`src/common/xcvr_pkg.sv`:
```
// Shared constants for the CAN transceiver mode and protection block.
// Assumes a 200 MHz core clock and a 32-bit APB register port.
package xcvr_pkg;

    // ------------------------------------------------------------
    // Clock and timing
    // ------------------------------------------------------------
    localparam int CLK_MHZ            = 200;
    // Mode settle time, dominant timeout and wake times in ns
    localparam int MODE_SETTLE_NS     = 20000;
    localparam int DOM_TIMEOUT_NS     = 1200000;
    localparam int WAKE_FILTER_NS     = 500;
    localparam int WAKE_TIMEOUT_NS    = 1800000;
    // Least times round up to whole cycles
    localparam int MODE_SETTLE_CYCLES      = (MODE_SETTLE_NS * CLK_MHZ + 999) / 1000;
    localparam int DOM_TIMEOUT_CYCLES_DEF  = (DOM_TIMEOUT_NS * CLK_MHZ + 999) / 1000;
    localparam int WAKE_FILTER_CYCLES_DEF  = (WAKE_FILTER_NS * CLK_MHZ + 999) / 1000;
    // A longest time rounds down
    localparam int WAKE_TIMEOUT_CYCLES_DEF = (WAKE_TIMEOUT_NS * CLK_MHZ) / 1000;

    // ------------------------------------------------------------
    // Register map
    // ------------------------------------------------------------
    localparam logic [11:0] CTRL_OFFSET   = 12'h000;
    localparam logic [11:0] STATUS_OFFSET = 12'h004;
    localparam int          CTRL_TXALLOW_BIT = 0;
    localparam logic        CTRL_TXALLOW_RESET = 1'b1;
    localparam int          ST_MODE_LSB    = 0;
    localparam int          ST_DOMFAULT    = 4;
    localparam int          ST_OVERTEMP    = 5;
    localparam int          ST_MAINOK      = 6;
    localparam int          ST_IOOK        = 7;
    localparam int          ST_WAKESEEN    = 8;
    localparam int          ST_DRIVEON     = 9;

    // ------------------------------------------------------------
    // Bus bias codes and states
    // ------------------------------------------------------------
    localparam logic [1:0] BIAS_HIZ = 2'h0;
    localparam logic [1:0] BIAS_MID = 2'h1;
    localparam logic [1:0] BIAS_GND = 2'h2;

    typedef enum logic [3:0] {
        MODE_PROTECT = 4'h1,
        MODE_SETTLE  = 4'h2,
        MODE_NORMAL  = 4'h4,
        MODE_STANDBY = 4'h8
    } mode_e;

    typedef enum logic [3:0] {
        WAKE_IDLE = 4'h1,
        WAKE_DOM1 = 4'h2,
        WAKE_REC  = 4'h4,
        WAKE_DONE = 4'h8
    } wake_e;

endpackage

```
`src/rtl/wake_pattern_filter.sv`:
```
// Low-power bus monitor: filters bus levels and spots the wake pattern.
// Assumes busDominantLp is the low-power receiver output, synchronous to clk.
`timescale 1ns/100ps

module wake_pattern_filter
    import xcvr_pkg::*;
#(
    parameter int FILTER_CYCLES  = WAKE_FILTER_CYCLES_DEF,
    parameter int TIMEOUT_CYCLES = WAKE_TIMEOUT_CYCLES_DEF
) (
    input  wire logic clk,
    input  wire logic rst_n,
    input  wire logic monitorEnable,
    input  wire logic busDominantLp,
    output logic      wakeRxOut,
    output logic      patternSeen
);

    localparam int FW = $clog2(FILTER_CYCLES + 1);
    localparam int TW = $clog2(TIMEOUT_CYCLES + 1);
    localparam logic [FW-1:0] FILT_LAST = FW'(FILTER_CYCLES - 1);
    localparam logic [TW-1:0] TO_LAST   = TW'(TIMEOUT_CYCLES - 1);

    logic          level_reg,    level_next;
    logic [FW-1:0] run_reg,      run_next;
    logic          filtered_reg, filtered_next;
    wake_e         wake_reg,     wake_next;
    logic [TW-1:0] toCount_reg,  toCount_next;
    logic          wakeRx_reg,   wakeRx_next;
    logic          filtEvent;
    logic          filtDom;
    logic          filtRec;

    // ------------------------------------------------------------
    // Level filter and pattern sequencer
    // ------------------------------------------------------------
    // A level counts as filtered once it has stood FILTER_CYCLES cycles
    always_comb begin
        level_next    = busDominantLp;
        run_next      = run_reg;
        filtered_next = filtered_reg;
        filtEvent     = 1'b0;
        if (busDominantLp != level_reg) begin
            run_next      = '0;
            filtered_next = 1'b0;
        end else if (!filtered_reg) begin
            if (run_reg == FILT_LAST) begin
                filtered_next = 1'b1;
                filtEvent     = 1'b1;
            end else begin
                run_next = run_reg + 1'b1;
            end
        end
        filtDom = filtEvent & busDominantLp;
        filtRec = filtEvent & ~busDominantLp;

        wake_next    = wake_reg;
        toCount_next = '0;
        // Timeout only runs while a pattern is half received
        if (wake_reg == WAKE_DOM1 || wake_reg == WAKE_REC) begin
            toCount_next = toCount_reg + 1'b1;
            if (toCount_reg == TO_LAST) begin
                wake_next    = WAKE_IDLE;
                toCount_next = '0;
            end
        end
        // Other bus traffic never resets the sequencer, only filtered levels advance it
        case (wake_reg)
            WAKE_IDLE: if (filtDom) wake_next = WAKE_DOM1;
            // A recessive on the last timeout cycle must not restart the window
            WAKE_DOM1: if (filtRec && toCount_reg != TO_LAST) wake_next = WAKE_REC;
            WAKE_REC:  if (filtDom) wake_next = WAKE_DONE;
            default:   wake_next = wake_reg;
        endcase
        if (!monitorEnable) begin
            wake_next    = WAKE_IDLE;
            toCount_next = '0;
        end
        // Receive line stays high until recognition, then low per filtered dominant
        wakeRx_next = !(wake_next == WAKE_DONE && filtered_next && busDominantLp);
    end

    // Register stage
    always_ff @(posedge clk or negedge rst_n) begin
        if (!rst_n) begin
            level_reg    <= 1'b0;
            run_reg      <= '0;
            filtered_reg <= 1'b0;
            wake_reg     <= WAKE_IDLE;
            toCount_reg  <= '0;
            wakeRx_reg   <= 1'b1;
        end else begin
            level_reg    <= level_next;
            run_reg      <= run_next;
            filtered_reg <= filtered_next;
            wake_reg     <= wake_next;
            toCount_reg  <= toCount_next;
            wakeRx_reg   <= wakeRx_next;
        end
    end

    assign wakeRxOut   = wakeRx_reg;
    assign patternSeen = (wake_reg == WAKE_DONE);
endmodule

```
`src/rtl/can_xcvr_mode_protect.sv`:
```
// Mode and protection control of a high-speed CAN transceiver.
// Assumes supply monitors, thermal sensor and receivers give clean levels synchronous to clk.
`timescale 1ns/100ps

module can_xcvr_mode_protect
    import xcvr_pkg::*;
#(
    parameter int ADDR_W              = 12,
    parameter int DOM_TIMEOUT_CYCLES  = DOM_TIMEOUT_CYCLES_DEF,
    parameter int WAKE_TIMEOUT_CYCLES = WAKE_TIMEOUT_CYCLES_DEF,
    parameter int WAKE_FILTER_CYCLES  = WAKE_FILTER_CYCLES_DEF
) (
    input  wire logic              clk,
    input  wire logic              rst_n,
    input  wire logic [ADDR_W-1:0] paddr,
    input  wire logic              psel,
    input  wire logic              penable,
    input  wire logic              pwrite,
    input  wire logic [31:0]       pwdata,
    input  wire logic [3:0]        pstrb,
    output logic      [31:0]       prdata,
    output logic                   pready,
    output logic                   pslverr,
    input  wire logic              txData,
    input  wire logic              txDataDriven,
    input  wire logic              standbySelect,
    input  wire logic              standbySelectDriven,
    input  wire logic              overTemp,
    input  wire logic              mainSupplyOk,
    input  wire logic              ioSupplyOk,
    input  wire logic              busDominant,
    input  wire logic              busDominantLp,
    output logic                   busDriveDominant,
    output logic      [1:0]        busBias,
    output logic                   rxOut,
    output logic                   rxOutOe_n
);

    localparam int DW = $clog2(DOM_TIMEOUT_CYCLES + 1);
    localparam int SW = $clog2(MODE_SETTLE_CYCLES + 1);
    localparam logic [DW-1:0] DOM_LAST    = DW'(DOM_TIMEOUT_CYCLES - 1);
    localparam logic [SW-1:0] SETTLE_LAST = SW'(MODE_SETTLE_CYCLES - 1);

    // Address match used by both the write and the read decode
    function automatic logic regHit(input logic [ADDR_W-1:0] a, input logic [11:0] off);
        logic [ADDR_W-1:0] o;
        o      = ADDR_W'(off);
        regHit = (a[ADDR_W-1:2] == o[ADDR_W-1:2]);
    endfunction

    // ------------------------------------------------------------
    // Pin conditioning
    // ------------------------------------------------------------
    logic txdEff;
    logic stbEff;
    // Weak pull-ups win when nothing drives the pin
    assign txdEff = txDataDriven ? txData : 1'b1;
    assign stbEff = standbySelectDriven ? standbySelect : 1'b1;

    // ------------------------------------------------------------
    // Operating mode
    // ------------------------------------------------------------
    mode_e         mode_reg,   mode_next;
    logic [SW-1:0] settle_reg, settle_next;

    // An I/O supply fault takes priority over the standby select level; a main supply fault only when standby is not selected
    always_comb begin
        mode_next   = mode_reg;
        settle_next = '0;
        if (!ioSupplyOk || (!mainSupplyOk && !stbEff)) begin
            mode_next = MODE_PROTECT;
        end else if (stbEff) begin
            mode_next = MODE_STANDBY;
        end else begin
            case (mode_reg)
                MODE_SETTLE: begin
                    if (settle_reg == SETTLE_LAST) begin
                        mode_next = MODE_NORMAL;
                    end else begin
                        settle_next = settle_reg + 1'b1;
                    end
                end
                MODE_NORMAL: mode_next = MODE_NORMAL;
                default:     mode_next = MODE_SETTLE;
            endcase
        end
    end

    // Mode registers
    always_ff @(posedge clk or negedge rst_n) begin
        if (!rst_n) begin
            mode_reg   <= MODE_PROTECT;
            settle_reg <= '0;
        end else begin
            mode_reg   <= mode_next;
            settle_reg <= settle_next;
        end
    end

    logic isNormal;
    logic isStandby;
    assign isNormal  = (mode_reg == MODE_NORMAL);
    assign isStandby = (mode_reg == MODE_STANDBY);

    // ------------------------------------------------------------
    // Dominant timeout guard
    // ------------------------------------------------------------
    logic          txdPrev_reg,  txdPrev_next;
    logic          armed_reg,    armed_next;
    logic [DW-1:0] domCount_reg, domCount_next;
    logic          domFault_reg, domFault_next;

    // Only a falling edge arms the guard; a stuck-low level at mode entry does not
    always_comb begin
        txdPrev_next  = txdEff;
        armed_next    = armed_reg;
        domCount_next = domCount_reg;
        domFault_next = domFault_reg;
        if (!isNormal || txdEff) begin
            armed_next    = 1'b0;
            domCount_next = '0;
            domFault_next = 1'b0;
        end else if (txdPrev_reg) begin
            armed_next    = 1'b1;
            domCount_next = '0;
        end else if (armed_reg && !domFault_reg) begin
            if (domCount_reg == DOM_LAST) begin
                domFault_next = 1'b1;
            end else begin
                domCount_next = domCount_reg + 1'b1;
            end
        end
    end

    // Guard registers
    always_ff @(posedge clk or negedge rst_n) begin
        if (!rst_n) begin
            txdPrev_reg  <= 1'b1;
            armed_reg    <= 1'b0;
            domCount_reg <= '0;
            domFault_reg <= 1'b0;
        end else begin
            txdPrev_reg  <= txdPrev_next;
            armed_reg    <= armed_next;
            domCount_reg <= domCount_next;
            domFault_reg <= domFault_next;
        end
    end

    // ------------------------------------------------------------
    // Wake monitor
    // ------------------------------------------------------------
    logic wakeRx;
    logic wakeSeen;

    wake_pattern_filter #(
        .FILTER_CYCLES  (WAKE_FILTER_CYCLES),
        .TIMEOUT_CYCLES (WAKE_TIMEOUT_CYCLES)
    ) u_wake (
        .clk            (clk),
        .rst_n          (rst_n),
        .monitorEnable  (isStandby),
        .busDominantLp  (busDominantLp),
        .wakeRxOut      (wakeRx),
        .patternSeen    (wakeSeen)
    );

    // ------------------------------------------------------------
    // Registers on APB
    // ------------------------------------------------------------
    logic        txAllow_reg, txAllow_next;
    logic        ready_reg,   ready_next;
    logic [31:0] rdata_reg,   rdata_next;
    logic        err_reg,     err_next;
    logic [31:0] statusWord;

    assign statusWord = {22'h000000, busDriveDominant, wakeSeen, ioSupplyOk, mainSupplyOk,
                         overTemp, domFault_reg, mode_reg};

    // One wait state so read data leaves a flip-flop
    always_comb begin
        txAllow_next = txAllow_reg;
        ready_next   = 1'b0;
        rdata_next   = rdata_reg;
        err_next     = 1'b0;
        if (psel && penable && !ready_reg) begin
            ready_next = 1'b1;
            rdata_next = 32'h00000000;
            if (regHit(paddr, CTRL_OFFSET)) begin
                rdata_next = {31'h00000000, txAllow_reg};
            end else if (regHit(paddr, STATUS_OFFSET)) begin
                rdata_next = statusWord;
            end else begin
                err_next = 1'b1;
            end
        end
        // Write lands at the completing edge only
        if (psel && penable && ready_reg && pwrite && pstrb[0] && regHit(paddr, CTRL_OFFSET)) begin
            txAllow_next = pwdata[CTRL_TXALLOW_BIT];
        end
    end

    // Bus slave registers
    always_ff @(posedge clk or negedge rst_n) begin
        if (!rst_n) begin
            txAllow_reg <= CTRL_TXALLOW_RESET;
            ready_reg   <= 1'b0;
            rdata_reg   <= 32'h00000000;
            err_reg     <= 1'b0;
        end else begin
            txAllow_reg <= txAllow_next;
            ready_reg   <= ready_next;
            rdata_reg   <= rdata_next;
            err_reg     <= err_next;
        end
    end

    assign pready  = ready_reg;
    assign prdata  = rdata_reg;
    assign pslverr = err_reg & ready_reg;

    // ------------------------------------------------------------
    // Bus and receive outputs
    // ------------------------------------------------------------
    logic       drive_reg, drive_next;
    logic [1:0] bias_reg,  bias_next;
    logic       rx_reg,    rx_next;
    logic       rxOe_reg,  rxOe_next;

    // Timeout and thermal faults cut the driver but leave bias and receive path alive
    always_comb begin
        drive_next = isNormal && !txdEff && !domFault_reg && !overTemp && txAllow_reg;
        bias_next  = BIAS_HIZ;
        rx_next    = 1'b1;
        if (isNormal) begin
            bias_next = BIAS_MID;
            rx_next   = !busDominant;
        end else if (isStandby) begin
            bias_next = BIAS_GND;
            rx_next   = wakeRx;
        end
        rxOe_next = !ioSupplyOk;
    end

    // Output registers
    always_ff @(posedge clk or negedge rst_n) begin
        if (!rst_n) begin
            drive_reg <= 1'b0;
            bias_reg  <= BIAS_HIZ;
            rx_reg    <= 1'b1;
            rxOe_reg  <= 1'b1;
        end else begin
            drive_reg <= drive_next;
            bias_reg  <= bias_next;
            rx_reg    <= rx_next;
            rxOe_reg  <= rxOe_next;
        end
    end

    assign busDriveDominant = drive_reg;
    assign busBias          = bias_reg;
    assign rxOut            = rx_reg;
    assign rxOutOe_n        = rxOe_reg;
endmodule

```
`config.mk`:
```
export PLATFORM = sky130hd
export DESIGN_NAME = can_xcvr_mode_protect
export DESIGN_NICKNAME = d
export VERILOG_FILES = /design/src/common/xcvr_pkg.sv /design/src/rtl/wake_pattern_filter.sv /design/src/rtl/can_xcvr_mode_protect.sv
export SDC_FILE = /design/constraint.sdc
export NUM_CORES = 1
export LEC_CHECK = 0
export BUFFER_PORTS_ARGS = -buffer_cell sky130_fd_sc_hd__buf_4
export CAP_MARGIN = 20
export CORE_MARGIN = 4
export CORE_UTILIZATION = 50
export CTS_BUF_LIST = sky130_fd_sc_hd__clkbuf_2 sky130_fd_sc_hd__clkbuf_4 sky130_fd_sc_hd__clkbuf_8
export CTS_CLUSTER_DIAMETER = 120
export CTS_CLUSTER_SIZE = 25
export DETAILED_ROUTE_END_ITERATION = 8
export PLACE_DENSITY_LB_ADDON = 0.3
export SKIP_LAST_GASP = 1
export SLEW_MARGIN = 20
export SYNTH_ARGS = -nofsm -noshare
export SYNTH_HDL_FRONTEND = slang
export SYNTH_SLANG_ARGS = --single-unit
export TNS_END_PERCENT = 100
```
`constraint.sdc`:
```
create_clock -name clk -period 3.25 [get_ports clk]
set_input_delay 0.65 -clock clk [delete_from_list [all_inputs] [get_ports clk]]
set_output_delay 0.65 -clock clk [all_outputs]
set_load 0.005 [all_outputs]
```
==> impl_metrics.py <==
metrics = {
    "status": {
        "status": "completed",
    },
    "floorplan": {
        "die_area_sq_mm": 0.0104,
        "io_pins": 101,
        "core-area_sq_mm": 0.00838,
        "fp.dieW_microns": 102,
        "rows": 33,
        "start_util_pct": 52.5,
        "die_h_microns": 102,
    },
    "synth": {
        "synthTopCellsByArea": "dfrtp_1 (46%), nor2_1 (6.0%), xnor2_1 (5.4%)",
        "ys_dominant_reg_cell": "dfrtp_1",
        "synthArstFlopShare_pct": 100,
        "yosysWarnings": 0,
        "synth_seq_cells": 88,
        "synth_edf_count": 0,
        "synth_top_cell_by_area": "dfrtp_1",
        "syn_area_sq_mm": 0.00440,
        "yosysSeqAreaShare_pct": 50.2,
        "synth_area_per_cell_sq_um": 10.3,
        "synth_top_area_share_pct": 46.0,
        "synthCells": 429,
        "yosysUniqueCellTypes": 60,
    },
    "routing": {
        "drtAntennaViolNets": 0,
        "drt_first_iter_violations": 107,
        "drc": 0,
        "wirelength_microns": 8220,
        "drt_pass1_iterations": 4,
        "vias": 3156,
        "wl_per_cell_microns": 14.1,
        "vias_per_cell": 5.43,
    },
    "worst_setup_path": {
        "crit_arrival_ns": 2.47,
        "slowest_delay_ns": 0.58,
        "path_cells": "or4b_1 > nor3_4 > a21oi_2 > a211oi_1 > a31o_1",
        "cp-startpoint": "domCount_reg[14]",
        "end_kind": "flip-flop",
        "critPathMaxFanout": 13,
        "start_kind": "flip-flop",
        "critPathSlowestCell": "or4b_1",
        "worstSetupPathType": "reg2reg",
        "crit-reg2reg-launch": "domCount_reg[14]",
        "crit_required_ns": 3.55,
    },
    "sta": {
        "whs_ns": 0.331,
        "rsz0062_at_grt": "false",
        "layout_setup_ws_ns": 1.08,
        "slew_violations": 0,
        "min_period_over_period_pct": 66.8,
        "worst_pin_slew_ns": 0.752,
        "skew_ns": 0.0110,
        "tns_ns": 0,
        "setup_violations": 0,
        "finalHoldViolCount": 0,
        "max_freq_mhz": 461,
        "fin_crit_ns": 2.17,
        "max-slew-margin-rel_pct": 49.4,
    },
    "power": {
        "p_per_area_mw_per_mm2": 431,
        "p_leak_nw": 2.10,
        "pwr-share-comb_pct": 4.4,
        "vdd_drop_max_uv": 243,
        "p_seq_share_pct": 52.3,
        "switchingPower_mw": 0.461,
        "p_int_mw": 1.68,
        "pwr-share-clk_pct": 43.3,
        "p_sw_share_pct": 21.5,
    },
    "clocking": {
        "cts_tree": "yes",
        "cts-resized-gates": 0,
        "clk_pin_slew_ns": 0.09,
        "cts_made_buffers": 9,
        "clockRootBuffer": "clkbuf_8",
        "clock_latency_ns": 0.36,
        "cts_buffer_depth": 2,
        "cts_hold_buffers": 0,
        "cts.sinks": 88,
        "cts_setup_buffers": 0,
        "htree_levels": 3,
    },
    "finish": {
        "final_nets": 537,
        "n_fill_cell": 708,
        "largest_reg_flops": 19,
        "stdcell_area_sq_mm": 0.00497,
        "diodes": 0,
        "postLayoutCoreUtil_pct": 59.3,
        "layout_commonest_cell": "dfrtp_1",
        "drive_gt1_share_pct": 16.4,
        "layout_common_cells": "dfrtp_1 (81), nor2_1 (70), buf_4 (42)",
        "area_growth_pct": 12.9,
    },
    "placed_design": {
        "io_buffers": 42,
        "pre_cts_ws_ns": 1.04,
        "post_dp_cell_area_sq_mm": 0.00471,
        "gp_congestion": 0.841,
        "place_hpwl_microns": 5680,
    },
    "worst_hold_path": {
        "hold_path_class": "in2async",
    },
    "grt": {
        "grt_overflow_total": 0,
        "grtUsageTotal_pct": 17.0,
        "grt_pass1_wl_microns": 14200,
        "grt_max_degree": 89,
        "grt_pass1_vias": 3174,
        "antenna_found_initial": 0,
    },
    "run": {
        "maxCapViolations": 0,
    },
}
==> worst max-delay path: cells and delay by family (launching register included) <==
kind,cells,cell delay [ns]
AOI/OAI and AO/OA,3,0.64
DFF,1,0.42
and+or+nand+nor,2,1.06
==> cells by family (layout without fill, tap and decap cells) <==
logic type                 after synthesis  count (layout)  share of synthesized area, %
and+or+nand+nor                        196             196                          24.4
DFF                                     88              88                          50.2
xor gates and xnor gates                49              49                          9.75
buffers and inverters                   45              71                          6.08
AOI/OAI and AO/OA                       42              42                          7.36
adders and majority gates                4               4                          1.14
muxes                                    4               4                         0.938
other                                    1              22                        0.0852
==> area by class of cell <==
type	instances	area, sq um	share of cell area [%]
clock buffers	10	138	2.77
clock inverters	6	115	2.32
inverters	12	45.0	0.907
multi-input cells	317	2000	40.3
flip-flops and latches	88	2210	44.5
well taps	105	131	2.64
repair buffers	43	327	6.57
==> through the flow <==
stage,instances,total power [mW]
6_report,581,2.14
3_3_place_gp,565,1.23
2_1_floorplan,450,1.20
3_5_place_dp,565,1.24
5_1_grt,581,2.23
4_1_cts,581,2.17
==> power by group through the flow <==
stage	clock network (mW)	logic, mW	registers [mW]
floorplan	0	0.0572	1.14
global placement	0	0.0931	1.14
detailed placement	0	0.0956	1.14
CTS	0.952	0.0960	1.12
global route	1.00	0.110	1.12
finish	0.927	0.0939	1.12
==> per-layer routing <==
layer  GRT usage [%]  vias up  wire length (microns)
met2            27.0       86                   3720
li1                -     1537                      -
met3            3.28       13                    477
met1            22.7     1520                   3840
met4            7.97        0                    173
met5               0        -                      0
==> cell usage after synthesis (2+ instances only) <==
cell	count
buf_6	2
a21oi_1	6
o21ai_0	5
mux2i_1	3
buf_4	22
or4bb_1	2
nor2b_1	5
nand4b_1	5
nor3_1	9
and4_1	5
ha_1	4
a211oi_1	6
dfrtp_1	81
nor2_1	70
nor4b_1	4
and3_1	5
and2_1	3
inv_1	12
nand2b_1	3
or4b_1	3
xnor2_1	27
nor4_1	4
xor2_1	22
a31oi_1	2
or3_1	7
dfstp_2	7
nand4_1	10
a22o_1	8
nor4bb_1	2
nand2_1	24
a21o_1	2
nand3b_1	3
nand3_1	22
clkbuf_1	8
==> path summary, 6_finish.rpt <==
path | slack, ns | cells after the start | endpoint
setup reg to reg | 1.08 | 5 | domCount_reg[9]
max in group asynchronous | 2.39 | 1 | u_wake.toCount_reg[15]
hold / removal | 0.33 | 1 | u_wake.toCount_reg[6]
setup / recovery | 1.08 | 5 | domCount_reg[9]
hold reg to reg | 0.49 | 1 | settle_reg[0]
min in group clk | 0.43 | 1 | u_wake.level_reg
Note: power is estimated with default switching activity, not from simulation.
